$ cat src/verilog/rfa_pkg.sv
// rfa_pkg: access-type codes, widths and reset defaults for the register-field library
// assumes: included before every rfa module
package rfa_pkg;

  // access types of one field
  typedef enum logic [2:0] {
    RFA_RO   = 3'h0,
    RFA_RW   = 3'h1,
    RFA_RC   = 3'h2,
    RFA_RWC  = 3'h3,
    RFA_RW1C = 3'h4,
    RFA_RW1S = 3'h5,
    RFA_W1C  = 3'h6,
    RFA_WO   = 3'h7
  } rfa_access_e;

  localparam int RFA_DEF_WIDTH = 32;
  localparam int RFA_MAX_WIDTH = 64;
  localparam logic [RFA_MAX_WIDTH-1:0] RFA_DEF_RESET = '0;
  localparam logic [RFA_MAX_WIDTH-1:0] RFA_DEF_RSVD = '0;
  // value shown on a read of a write-only field
  localparam logic [RFA_MAX_WIDTH-1:0] RFA_WO_READ = '0;

endpackage

$ cat src/verilog/rfa_reg.sv
// rfa_reg: one register of the field library with read mux and reserved-bit masking
// assumes: software strobes WR_I/RD_I for one cycle per access; state frozen while CE_I low
//
// Contract
// - read-clear field returns its value, then hardware clears it after the read
// - any write clears a write-any-to-clear register; reads show contents
// - writing 1 clears that bit only; writing 0 leaves it alone
// - writing back the read status clears only the bits reported
// - writing 1 sets that bit; writing 0 changes nothing; reads show value
// - write-only clear field clears on 1, ignores 0, reads carry no meaning
// - reserved bits read zero; software preserves them on read-modify-write
// - read/write field reads last written value or reset value
// - plain write-only register takes writes; its read value is undefined
`timescale 1ns/1ps
`default_nettype none
module rfa_reg
  import rfa_pkg::*;
#(
  parameter int WIDTH = RFA_DEF_WIDTH,
  parameter rfa_access_e ACCESS = RFA_RW,
  parameter logic [WIDTH-1:0] RESET_VAL = RFA_DEF_RESET[WIDTH-1:0],
  parameter logic [WIDTH-1:0] RSVD_MASK = RFA_DEF_RSVD[WIDTH-1:0]
) (
  input wire logic MCLK_I,
  input wire logic RST_I,
  input wire logic CE_I,
  input wire logic WR_I,
  input wire logic RD_I,
  input wire logic [WIDTH-1:0] WDATA_I,
  input wire logic [WIDTH-1:0] HW_SET_I,
  input wire logic HW_LOAD_I,
  input wire logic [WIDTH-1:0] HW_DATA_I,
  output logic [WIDTH-1:0] RDATA_O,
  output logic RVALID_O,
  output logic [WIDTH-1:0] VALUE_O
);

  if (WIDTH < 1 || WIDTH > RFA_MAX_WIDTH) begin : g_bad_width
    $error("rfa_reg: WIDTH out of range");
  end

  ////////////////////////////////////////////////////////////////////////
  // field storage

  logic [WIDTH-1:0] fval;
  logic [WIDTH-1:0] wmask;
  logic [WIDTH-1:0] set_m;
  logic [WIDTH-1:0] hw_m;

  // reserved bits never store; ro bits ignore the written value
  assign wmask = WDATA_I & ~RSVD_MASK;
  assign set_m = HW_SET_I & ~RSVD_MASK;
  assign hw_m = HW_DATA_I & ~RSVD_MASK;

  rfa_field #(
    .WIDTH(WIDTH),
    .ACCESS(ACCESS),
    .RESET_VAL(RESET_VAL & ~RSVD_MASK)
  ) u_field (
    .clk_i(MCLK_I),
    .rst_i(RST_I),
    .ce_i(CE_I),
    .wr_i(WR_I),
    .rd_i(RD_I & ~WR_I),
    .wdata_i(wmask),
    .hw_set_i(set_m),
    .hw_load_i(HW_LOAD_I),
    .hw_data_i(hw_m),
    .value_o(fval)
  );

  ////////////////////////////////////////////////////////////////////////
  // read path, registered

  function automatic logic [WIDTH-1:0] rd_view(input logic [WIDTH-1:0] v);
    logic [WIDTH-1:0] r;
    r = v & ~RSVD_MASK;
    if (ACCESS == RFA_W1C || ACCESS == RFA_WO) begin
      r = RFA_WO_READ[WIDTH-1:0];
    end
    return r;
  endfunction

  typedef struct packed {
    logic [WIDTH-1:0] rdata;
    logic rvalid;
    logic [WIDTH-1:0] value;
  } rfa_state_s;

  rfa_state_s s_q;
  rfa_state_s s_d;

  always_comb begin
    s_d = s_q;
    s_d.rvalid = RD_I & ~WR_I;
    if (RD_I && !WR_I) begin
      // value before the read side effect takes hold
      s_d.rdata = rd_view(fval);
    end
    s_d.value = fval;
  end

  always_ff @(posedge MCLK_I) begin
    if (RST_I) begin
      s_q <= '0;
    end else if (CE_I) begin
      s_q <= s_d;
    end
  end

  assign RDATA_O = s_q.rdata;
  assign RVALID_O = s_q.rvalid;
  assign VALUE_O = s_q.value;

endmodule
`default_nettype wire

$ cat src/verilog/rfa_field.sv
// rfa_field: storage and update of one register under a chosen access type
// assumes: one write or read strobe per cycle; hw set bits sampled with the clock
`timescale 1ns/1ps
`default_nettype none
module rfa_field
  import rfa_pkg::*;
#(
  parameter int WIDTH = RFA_DEF_WIDTH,
  parameter rfa_access_e ACCESS = RFA_RW,
  parameter logic [WIDTH-1:0] RESET_VAL = '0
) (
  input wire logic clk_i,
  input wire logic rst_i,
  input wire logic ce_i,
  input wire logic wr_i,
  input wire logic rd_i,
  input wire logic [WIDTH-1:0] wdata_i,
  input wire logic [WIDTH-1:0] hw_set_i,
  input wire logic hw_load_i,
  input wire logic [WIDTH-1:0] hw_data_i,
  output logic [WIDTH-1:0] value_o
);

  typedef struct packed {
    logic [WIDTH-1:0] val;
  } rfa_fstate_s;

  rfa_fstate_s s_q;
  rfa_fstate_s s_d;

  assign value_o = s_q.val;

  always_comb begin
    s_d = s_q;
    case (ACCESS)
      RFA_RO: begin
        if (hw_load_i) begin
          s_d.val = hw_data_i;
        end
      end
      RFA_RW, RFA_WO: begin
        if (wr_i) begin
          s_d.val = wdata_i;
        end
      end
      RFA_RC: begin
        if (rd_i) begin
          s_d.val = '0;
        end
        s_d.val = s_d.val | hw_set_i;
      end
      RFA_RWC: begin
        if (wr_i) begin
          s_d.val = '0;
        end
        s_d.val = s_d.val | hw_set_i;
      end
      RFA_RW1C, RFA_W1C: begin
        if (wr_i) begin
          s_d.val = s_q.val & ~wdata_i;
        end
        s_d.val = s_d.val | hw_set_i;
      end
      RFA_RW1S: begin
        if (wr_i) begin
          s_d.val = s_q.val | wdata_i;
        end
      end
      default: begin
        s_d = s_q;
      end
    endcase
  end

  always_ff @(posedge clk_i) begin
    if (rst_i) begin
      s_q.val <= RESET_VAL;
    end else if (ce_i) begin
      s_q <= s_d;
    end
  end

endmodule
`default_nettype wire

$ cat config.mk
export PLATFORM = sky130hd
export DESIGN_NAME = rfa_reg
export DESIGN_NICKNAME = d
export VERILOG_FILES = /design/src/verilog/rfa_pkg.sv /design/src/verilog/rfa_reg.sv /design/src/verilog/rfa_field.sv
export SDC_FILE = /design/constraint.sdc
export NUM_CORES = 1
export LEC_CHECK = 0
export BUFFER_PORTS_ARGS = -buffer_cell sky130_fd_sc_hd__buf_2
export CORE_UTILIZATION = 40
export CTS_BUF_LIST = sky130_fd_sc_hd__clkbuf_8
export CTS_CLUSTER_DIAMETER = 150
export CTS_CLUSTER_SIZE = 10
export DETAILED_ROUTE_END_ITERATION = 8
export GPL_ROUTABILITY_DRIVEN = 0
export PLACE_DENSITY_LB_ADDON = 0.25
export SYNTH_ARGS = -nofsm -noshare
export SYNTH_HDL_FRONTEND = slang
export SYNTH_SLANG_ARGS = --single-unit
$ cat constraint.sdc
create_clock -name MCLK_I -period 0.8 [get_ports MCLK_I]
set_input_delay 0.04 -clock MCLK_I [delete_from_list [all_inputs] [get_ports MCLK_I]]
set_output_delay 0.04 -clock MCLK_I [all_outputs]
set_load 0.01 [all_outputs]
==> qor.csv, run 1 <==
stage,metric,value,unit
logic_synthesis,Yosys warning count,0,
sta,final worst slack,-0.05737,ns
clock_tree,Clock transition at path regs,0.09,ns
setup_path,largest delay contributor family on the critical path,flip-flops,
clock_tree,Clock Tree Buf Depth,2,
route,Vias,3161,
power_and_ir_drop,VDD IR max,897.1,uV
logic_synthesis,Synth async-reset ratio,0,
power_and_ir_drop,P_leak,2.448,nW
logic_synthesis,synthesis-stage register bit count,97,
logic_synthesis,Syn Std Cell Area,3968,sq um
final_layout,fillers,770,
final_layout,final cell count without fillers,669,
logic_synthesis,top cell type by total area after synthesis,dfxtp_1,
sta,setup_tns,-2.201,ns
route,Routed WL,8875,um
sta,Final Hold Viols,0,
placement,Inst Count DP,598,
clock_tree,H-tree level count,3,
sta,RSZ-0062 raised after global routing,yes,
logic_synthesis,Post-synth top flop,dfxtp_1,
sta,min cycle time layout,0.8574,ns
placement,Placed Area,4619,sq um
placement,port buffer count,101,
grt,grt ovf,0,
logic_synthesis,"EDFF count, synth",0,
grt,pin count of the biggest net entering global routing,65,
grt,initial antenna violation count,0,
final_layout,layout cell share with drive strength beyond 1,0.5093,
sta,fmax,1166,MHz
sta,final period utilization,1.072,
clock_tree,clock latency on the worst-skew pair,0.35,ns
logic_synthesis,Post-synth top cells,"dfxtp_1 (97), mux2i_1 (64), nand2b_1 (64)",
floorplanning,Site Rows,35,
power_and_ir_drop,Pwr Total,9.648,mW
setup_path,buffer and inverter count on the worst path,1,
route,DR pass1 iterations,4,
route,Via density,4.725,
setup_path,crit start category,flip-flop,
sta,worst-margin pin slew,0.3062,ns
floorplanning,Die X,101.6,um
setup_path,Worst setup EP type,primary output,
setup_path,delay of the slowest critical-path stage,0.36,ns
run_status,failing checks,setup timing,
run_status,run status,finished with violations,
grt,Total GRT Usage,0.1714,
final_layout,nets,637,
setup_path,data required time of the worst path,0.76,ns
clock_tree,CTS buffer count,9,
sta,relative slew slack,0.7958,
grt,first-pass GRT wire length,14030,um
power_and_ir_drop,pwr dens,1641,nW/um^2
route,Detail Route Antenna Nets,0,
clock_tree,CTS sink cnt,97,
setup_path,critical path class,reg -> out,
logic_synthesis,Avg Synthesized Cell Area,10.12,sq um
final_layout,P&R area growth vs syn,48.19,%
sta,Final Setup Violations,65,
setup_path,"Cell Chain, Critical Path",buf_6,
logic_synthesis,post-synth top area share,0.4894,
floorplanning,io pins,167,
sta,Worst Skew,0.008030,ns
setup_path,slowest CP cell,dfxtp_2,
min_path,Worst Hold Class,in -> reg,
logic_synthesis,Area contributors post-synth,"dfxtp_1 (49%), mux2i_1 (16%), nand2b_1 (10%)",
placement,hpwl dp,5304,um
clock_tree,Clock Root Buffer,clkbuf_8,
final_layout,Diodes inserted,0,
logic_synthesis,Post-Syn Instances,392,
floorplanning,starting density of the core,0.4214,
sta,final hold slack,0.1010,ns
route,wire length per cell,13.27,um
route,Residual DRC,0,
setup_path,critical path peak fanout,2,
placement,pre-CTS setup slack,-0.1837,ns
setup_path,crit path DAT,0.82,ns
logic_synthesis,post-synth cell types,15,
logic_synthesis,sequential share of the synthesized area,0.4894,
sta,Slew Limit Fails,0,
final_layout,fin util,0.6245,
route,initial DRC count,49,
grt,vias in the first global route,2981,
logic_synthesis,syn_nets,494,
floorplanning,total core area,9415,sq um
floorplanning,Die Span Y,101.6,um
logic_synthesis,most common cell in the netlist,dfxtp_1,
floorplanning,die footprint,10320,sq um
run,max-cap viol count,0,
final_layout,finished layout cell area,5879,sq um
clock_tree,CTS tree,built,
## layout by cell type (no fill, tap or decap), types with 7 or more instances in the layout
| cell | n |
|---|---|
| dlygate4sd3_1 | 33 |
| clkbuf_8 | 10 |
| buf_2 | 34 |
| mux2i_1 | 64 |
| nor2_1 | 32 |
| a21bo_2 | 32 |
| a21oi_1 | 27 |
| nand3_1 | 32 |
| dfxtp_1 | 11 |
| buf_12 | 7 |
| dfxtp_2 | 86 |
| nand2b_1 | 64 |
| buf_4 | 26 |
| buf_6 | 68 |
## metal layers
metal  global-route usage  wire (um)  vias up
li1                     -          -     1602
met1               0.2112       4005     1491
met2               0.2890       4344       62
met3              0.05245        454        6
met4              0.04682         70        0
met5                    0          0        -
## logic make-up (layout without fill, tap and decap cells)
family	count (synthesis)	count (layout)	share of synthesized area
AO/OA/AOI/OAI	65	65	0.1236
buffers and inverters	36	184	0.05014
flip-flops	97	97	0.4894
multiplexers	64	64	0.1615
AND/OR/NAND/NOR	130	130	0.1753
## flip-flops by register name (all words and copies together) (netlist names)
signal           flops
RDATA_O             32
u_field.value_o     32
VALUE_O             32
RVALID_O             1
## final timing paths
kind	from	to	slack [ns]	cells past startpoint
max	VALUE_O[27]	VALUE_O[27]	-0.06	1
min	RST_I	u_field.value_o[4]	0.10	3
max reg2reg	u_field.value_o[15]	u_field.value_o[15]	0.03	2
min reg2reg	u_field.value_o[28]	RDATA_O[28]	0.48	2
## power breakdown
group | total (mW) | switching (mW) | internal (mW)
logic | 1.09 | 0.464 | 0.626
registers | 5.06 | 0.0911 | 4.97
clock network | 3.49 | 1.66 | 1.83
total | 9.65 | 2.21 | 7.43
## timing repair
action	CTS	global route
buffers inserted	10	12
hold buffers	33	0
endpoints found under the hold margin	32	0
setup endpoints to repair	67	87
pin swaps	0	1
gates resized for setup	132	27
## cell type report
class	instances	area [sq um]	share of cell area
multi-input cells	259	1847	0.3141
repair buffers	168	1602	0.2724
well taps	129	161.4	0.02745
clock buffers	10	137.6	0.02341
clock inverters	6	82.58	0.01405
flip-flops and latches	97	2049	0.3486
No activity file was read; power rests on OpenSTA's default activity.
==> run 2: changes to the inputs <==
Settings changed: PLACE_DENSITY from default to 0.77, PLACE_DENSITY_LB_ADDON 0.25 to default.
==> run 2 against run 1 <==
Non-clock buffer count decreased by 3; die area unchanged; worst setup slack improved by 0.0015 ns; sequential power about the same; cell count decreased by 0.45%; routed wire length increased by 4.9%; the flow still finishes with violations (setup timing); clock power decreased by 9.7%; first-iteration DRC count increased by 49%; sequential share of layout area increased by 0.27 points; design area decreased by 0.34%.
==> qor.csv, run 2 (synthesis gave the netlist of run 1 again) <==
stage,metric,value,unit,change
power_and_ir_drop,switch share,0.2414,,+0.01185
placement,port buffer count,101,,unchanged
power_and_ir_drop,Seq pwr share,0.544,,+0.019
grt,met3 GRT Util,0.05176,,-0.0006901
min_path,Worst Hold Class,in -> reg,,
min_path,critical hold path startpoint,RST_I,,
setup_path,data required time of the worst path,0.76,ns,about the same
clock_tree,CTS tree,built,,
route,wire length per cell,13.98,um,+5.4%
clock_tree,clock latency on the worst-skew pair,0.36,ns,about the same
final_layout,P&R area growth vs syn,47.68,%,
power_and_ir_drop,clock share of power,0.338,,-0.024
sta,setup_tns,-2.728,ns,-0.5278 ns
setup_path,Worst setup EP type,primary output,,
setup_path,crit path DAT,0.82,ns,about the same
route,Vias,3216,,+1.7%
floorplanning,io pins,167,,unchanged
final_layout,layout cell share with drive strength beyond 1,0.5326,,+0.02333
setup_path,critical path class,reg -> out,,
power_and_ir_drop,P_int,7.081,mW,-4.7%
final_layout,Diodes inserted,0,,unchanged
route,initial DRC count,73,,+49%
setup_path,buffer and inverter count on the worst path,1,,unchanged
clock_tree,CTS buffer count,9,,unchanged
sta,Final Hold Viols,0,,unchanged
power_and_ir_drop,P_leak,2.412,nW,-1.5%
clock_tree,Clock Root Buffer,clkbuf_8,,
run,max-cap viol count,0,,unchanged
sta,fmax,1168,MHz,+0.18%
power_and_ir_drop,combinational share of power,0.119,,+0.006
power_and_ir_drop,pwr dens,1593,nW/um^2,-2.9%
setup_path,largest delay contributor family on the critical path,flip-flops,,
sta,min cycle time layout,0.8558,ns,-0.001538 ns
final_layout,"commonest cells after routing, fill and taps aside","dfxtp_2 (93), buf_6 (67), nand2b_1 (64), mux2i_1 (64), buf_2 (34)",,
setup_path,critical path peak fanout,2,,unchanged
floorplanning,total core area,9415,sq um,unchanged
setup_path,"Cell Chain, Critical Path",buf_6,,
floorplanning,Die Span Y,101.6,um,unchanged
setup_path,crit start category,flip-flop,,
placement,hpwl dp,5526,um,+4.2%
sta,final period utilization,1.070,,-0.001923
floorplanning,Site Rows,35,,unchanged
grt,GR Util met2,0.3087,,+0.01975
clock_tree,Clock Tree Buf Depth,2,,unchanged
final_layout,area of the multi-input gates,1866,sq um,+1.0%
sta,final worst slack,-0.05583,ns,+0.001538 ns
final_layout,register area,2058,sq um,+0.43%
sta,relative slew slack,0.8010,,+0.005102
grt,met1 usage,0.2177,,+0.006530
final_layout,final cell count without fillers,666,,-0.45%
sta,Worst Skew,0.01154,ns,+0.003514 ns
power_and_ir_drop,VDD IR max,920.6,uV,+2.6%
route,Residual DRC,0,,unchanged
sta,worst-margin pin slew,0.2986,ns,-0.007653 ns
grt,vias in the first global route,3130,,+5.0%
setup_path,delay of the slowest critical-path stage,0.36,ns,about the same
clock_tree,Clock transition at path regs,0.10,ns,about the same
route,Via density,4.829,,+2.2%
route,Detail Route Antenna Nets,0,,unchanged
setup_path,crit path launch,RDATA_O[21],,
grt,grt ovf,0,,unchanged
power_and_ir_drop,Pwr Total,9.334,mW,-3.3%
clock_tree,H-tree level count,3,,unchanged
sta,Slew Limit Fails,0,,unchanged
route,Routed WL,9308,um,+4.9%
final_layout,fin util,0.6223,,-0.002126
grt,GRT busiest layer,met2,,
grt,pin count of the biggest net entering global routing,65,,unchanged
grt,Total GRT Usage,0.1834,,+0.01203
setup_path,R2R Setup Slk,0.02,ns,about the same
sta,RSZ-0062 raised after global routing,yes,,
final_layout,"commonest non-fill, non-tap cell in the layout",dfxtp_2,,
run_status,failing checks,setup timing,,
final_layout,fillers,713,,-7.4%
floorplanning,die footprint,10320,sq um,unchanged
run_status,run status,finished with violations,,
grt,initial antenna violation count,1,,+1
placement,pre-CTS setup slack,-0.1759,ns,+0.007821 ns
placement,Inst Count DP,597,,-0.17%
clock_tree,CTS sink cnt,97,,unchanged
setup_path,worst r2r src,u_field.value_o[25],,
grt,first-pass GRT wire length,14860,um,+5.9%
floorplanning,starting density of the core,0.4214,,unchanged
sta,Final Setup Violations,65,,unchanged
route,DR pass1 iterations,4,,unchanged
setup_path,slowest CP cell,dfxtp_2,,
final_layout,nets,634,,-0.47%
floorplanning,Die X,101.6,um,unchanged
power_and_ir_drop,sw power,2.253,mW,+1.7%
[run 2: changes by cell type in the layout (fill, tap and decap cells not counted), moves of 2 or more]
cell	previous run	this run
dfxtp_1	11	4
dfxtp_2	86	93
a21oi_1	27	22
a21oi_2	5	10
clkbuf_8	10	13
clkinvlp_4	0	3
bufinv_16	2	0
clkinv_2	2	0
[run 2: layer usage]
metal	wire, um	vias up	part of all wire
li1	-	1600	-
met1	4049	1500	0.44
met2	4598	89	0.49
met3	407	25	0.044
met4	240	2	0.026
met5	11	-	0.0012
[run 2: worst paths after layout]
check | endpoint | depth (start not counted)
worst max-delay path | RDATA_O[21] | 1
worst min-delay path | u_field.value_o[8] | 3
worst max register to register | u_field.value_o[25] | 2
worst min register to register | RDATA_O[4] | 2
[run 2: area by class of cell]
type                    count  area share
clock buffers              13     0.03054
clock inverters             3    0.003844
multi-input cells         259      0.3184
flip-flops and latches     97      0.3513
well taps                 129     0.02755
repair buffers            165      0.2684
[run 2: power groups by stage]
stage               sequential [mW]  combinational [mW]  clock [mW]
global placement               5.14               0.841           0
global route                   5.09                1.19        3.45
detailed placement             5.15               0.858           0
floorplan                      5.16               0.576           0
CTS                            5.06                1.06        3.21
finish                         5.07                1.11        3.15
[run 2: metrics by stage]
stage	hold slack [ns]	cell area, sq um
finish	0.09425	5859
global route	0.1017	5859
CTS	0.09440	5722
detailed placement	0.3029	4612
global placement	0.2982	4612
floorplan	0.1875	3985
[run 2: what timing repair did]
| item | 4_1_cts | 5_1_grt |
|---|---|---|
| hold buffers | 32 | 0 |
| endpoints found under the hold margin | 32 | 0 |
| pin swaps | 0 | 1 |
| gates resized for setup | 132 | 38 |
| endpoints found under the setup margin | 67 | 94 |
| buffers inserted | 13 | 8 |
==> run 3: changes to the inputs <==
Settings changed: CORE_MARGIN from default to 5.
==> run 3 against run 2 <==
The flow still finishes with violations (setup timing); core utilization fell by 1.2 points; clock-buffer cell count decreased by 3; hold slack lost 0.014 ns; flip-flop and latch count did not move; die area increased by 16%; clock skew is 0.0041 ns lower; sequential share of layout area down 0.45 points; via count up 0.19%; first-iteration DRC count up 53%; critical endpoint is now RDATA_O[29]; largest cell class unchanged; highest routed layer is now met4.
==> qor.csv, run 3 (synthesis gave the netlist of run 1 again) <==
stage,metric,value,unit,change
setup_path,largest delay contributor family on the critical path,flip-flops,,
final_layout,"commonest non-fill, non-tap cell in the layout",dfxtp_2,,
min_path,critical hold path startpoint,RST_I,,
grt,pin count of the biggest net entering global routing,54,,-17%
final_layout,final cell count without fillers,677,,+1.7%
grt,initial antenna violation count,0,,-1
setup_path,critical path peak fanout,2,,unchanged
final_layout,"commonest cells after routing, fill and taps aside","dfxtp_2 (93), buf_6 (68), nand2b_1 (63), mux2i_1 (63), buf_2 (34)",,
grt,first-pass GRT wire length,16310,um,+9.7%
sta,final worst slack,-0.07304,ns,-0.01721 ns
power_and_ir_drop,combinational share of power,0.121,,+0.002
power_and_ir_drop,Seq pwr share,0.537,,-0.007
power_and_ir_drop,Pwr Total,9.449,mW,+1.2%
setup_path,data required time of the worst path,0.76,ns,about the same
min_path,Worst Hold Class,in -> reg,,
route,Residual DRC,0,,unchanged
final_layout,layout cell share with drive strength beyond 1,0.5423,,+0.009691
setup_path,"Cell Chain, Critical Path",buf_6,,
placement,hpwl dp,6162,um,+12%
power_and_ir_drop,VDD IR max,835.0,uV,-9.3%
grt,vias in the first global route,3293,,+5.2%
final_layout,Diodes inserted,0,,unchanged
route,wire length per cell,15.12,um,+8.2%
sta,fmax,1145,MHz,-2.0%
clock_tree,CTS tree,built,,
route,Via density,4.759,,-1.4%
floorplanning,Die X,109.6,um,+7.9%
clock_tree,Clock transition at path regs,0.10,ns,about the same
sta,Slew Limit Fails,0,,unchanged
power_and_ir_drop,P_leak,2.454,nW,+1.8%
run_status,failing checks,setup timing,,
clock_tree,CTS sink cnt,97,,unchanged
setup_path,buffer and inverter count on the worst path,1,,unchanged
setup_path,R2R Setup Slk,0.01,ns,about the same
sta,final hold slack,0.07991,ns,-0.01434 ns
placement,port buffer count,101,,unchanged
grt,Total GRT Usage,0.1729,,-0.01050
power_and_ir_drop,sw power,2.317,mW,+2.9%
floorplanning,Die Span Y,109.6,um,+7.9%
power_and_ir_drop,P_int,7.132,mW,+0.72%
sta,Worst Skew,0.007468,ns,-0.004077 ns
grt,GRT busiest layer,met2,,
sta,final period utilization,1.091,,+0.02151
placement,Inst Count DP,602,,+0.84%
run_status,run status,finished with violations,,
sta,min cycle time layout,0.8730,ns,+0.01721 ns
route,Detail Route Antenna Nets,0,,unchanged
power_and_ir_drop,clock share of power,0.342,,+0.004
setup_path,worst r2r src,u_field.value_o[20],,
route,Routed WL,10240,um,+10%
clock_tree,Clock Root Buffer,clkbuf_8,,
route,Vias,3222,,+0.19%
floorplanning,starting density of the core,0.4078,,-0.01360
setup_path,crit start category,flip-flop,,
placement,Placed Area,4612,sq um,unchanged
grt,GR Util met2,0.2973,,-0.01143
power_and_ir_drop,switch share,0.2453,,+0.003869
route,initial DRC count,112,,+53%
power_and_ir_drop,pwr dens,1592,nW/um^2,about the same
clock_tree,H-tree level count,3,,unchanged
final_layout,finished layout cell area,5936,sq um,+1.3%
final_layout,nets,641,,+1.1%
setup_path,r2r worst-path depth,2,,unchanged
clock_tree,Clock Tree Buf Depth,2,,unchanged
sta,worst-margin pin slew,0.2860,ns,-0.01255 ns
floorplanning,io pins,167,,unchanged
sta,relative slew slack,0.8093,,+0.008365
route,DR pass1 iterations,4,,unchanged
setup_path,Worst setup endpoint,RDATA_O[29],,
setup_path,delay of the slowest critical-path stage,0.37,ns,about the same
sta,RSZ-0062 raised after global routing,yes,,
grt,grt ovf,0,,unchanged
setup_path,Critical Path Stages,1,,unchanged
final_layout,P&R area growth vs syn,49.61,%,
sta,Final Hold Viols,0,,unchanged
setup_path,R2R Path End,u_field.value_o[20],,
setup_path,crit path launch,RDATA_O[29],,
grt,met3 GRT Util,0.04052,,-0.01124
setup_path,crit path DAT,0.83,ns,about the same
floorplanning,die footprint,12010,sq um,+16%
setup_path,critical path class,reg -> out,,
floorplanning,Site Rows,36,,+2.9%
setup_path,Worst setup EP type,primary output,,
sta,Final Setup Violations,65,,unchanged
grt,met1 usage,0.2086,,-0.009101
floorplanning,total core area,9729,sq um,+3.3%
setup_path,slowest CP cell,dfxtp_2,,
run,max-cap viol count,0,,unchanged
placement,pre-CTS setup slack,-0.1937,ns,-0.01787 ns
clock_tree,CTS buffer count,9,,unchanged
clock_tree,clock latency on the worst-skew pair,0.35,ns,about the same
==> run 3: power groups by stage <==
stage	clock, mW	combinational [mW]	sequential (mW)
after floorplan	0	0.576	5.16
after global placement	0	0.852	5.15
after detailed placement	0	0.871	5.15
after CTS	3.29	1.07	5.06
after global routing	3.52	1.24	5.09
final	3.23	1.14	5.07
==> run 3: repair_timing <==
item                                   in CTS  in global routing
hold buffers                               32                  0
setup endpoints to repair                  69                 92
pin swaps                                   0                  6
setup buffers                              10                 17
resized for setup                         136                 41
endpoints found under the hold margin      32                  0
==> run 3: worst register-to-register path, delay by kind of cell, from the launching register on <==
family	cells	cell delay, ns
AOI/OAI and AO/OA	2	0.36
DFF	1	0.35
==> run 3: per-stage QoR <==
step	util	setup TNS [ns]
after global placement	0.4740	-5.291
final	0.6101	-3.176
after global routing	0.6101	-5.973
after floorplan	-	-0.001972
after detailed placement	0.4740	-7.596
after CTS	0.5864	-4.456
==> run 3: metal layers <==
layer / share of wire / vias up
li1: - / 1607
met1: 0.43 / 1517
met2: 0.51 / 79
met3: 0.039 / 19
met4: 0.023 / 0
met5: 0 / -
==> run 3: cell type report <==
type | instances | area, sq um
clock buffer | 10 | 137.6
fill | 813 | 3794
multi-input combinational | 259 | 1897
timing repair buffer | 172 | 1617
sequential | 97 | 2058
tap | 133 | 166.4
clock inverter | 6 | 60.06
==> run 3: worst min path at each step <==
stage,end,slack [ns],depth (start not counted)
3_3_place_gp,u_field.value_o[26],0.30,3
5_1_grt,u_field.value_o[29],0.07,3
6_report,u_field.value_o[29],0.08,3
2_1_floorplan,u_field.value_o[25],0.19,2
4_1_cts,u_field.value_o[29],0.08,3
3_5_place_dp,u_field.value_o[26],0.31,3
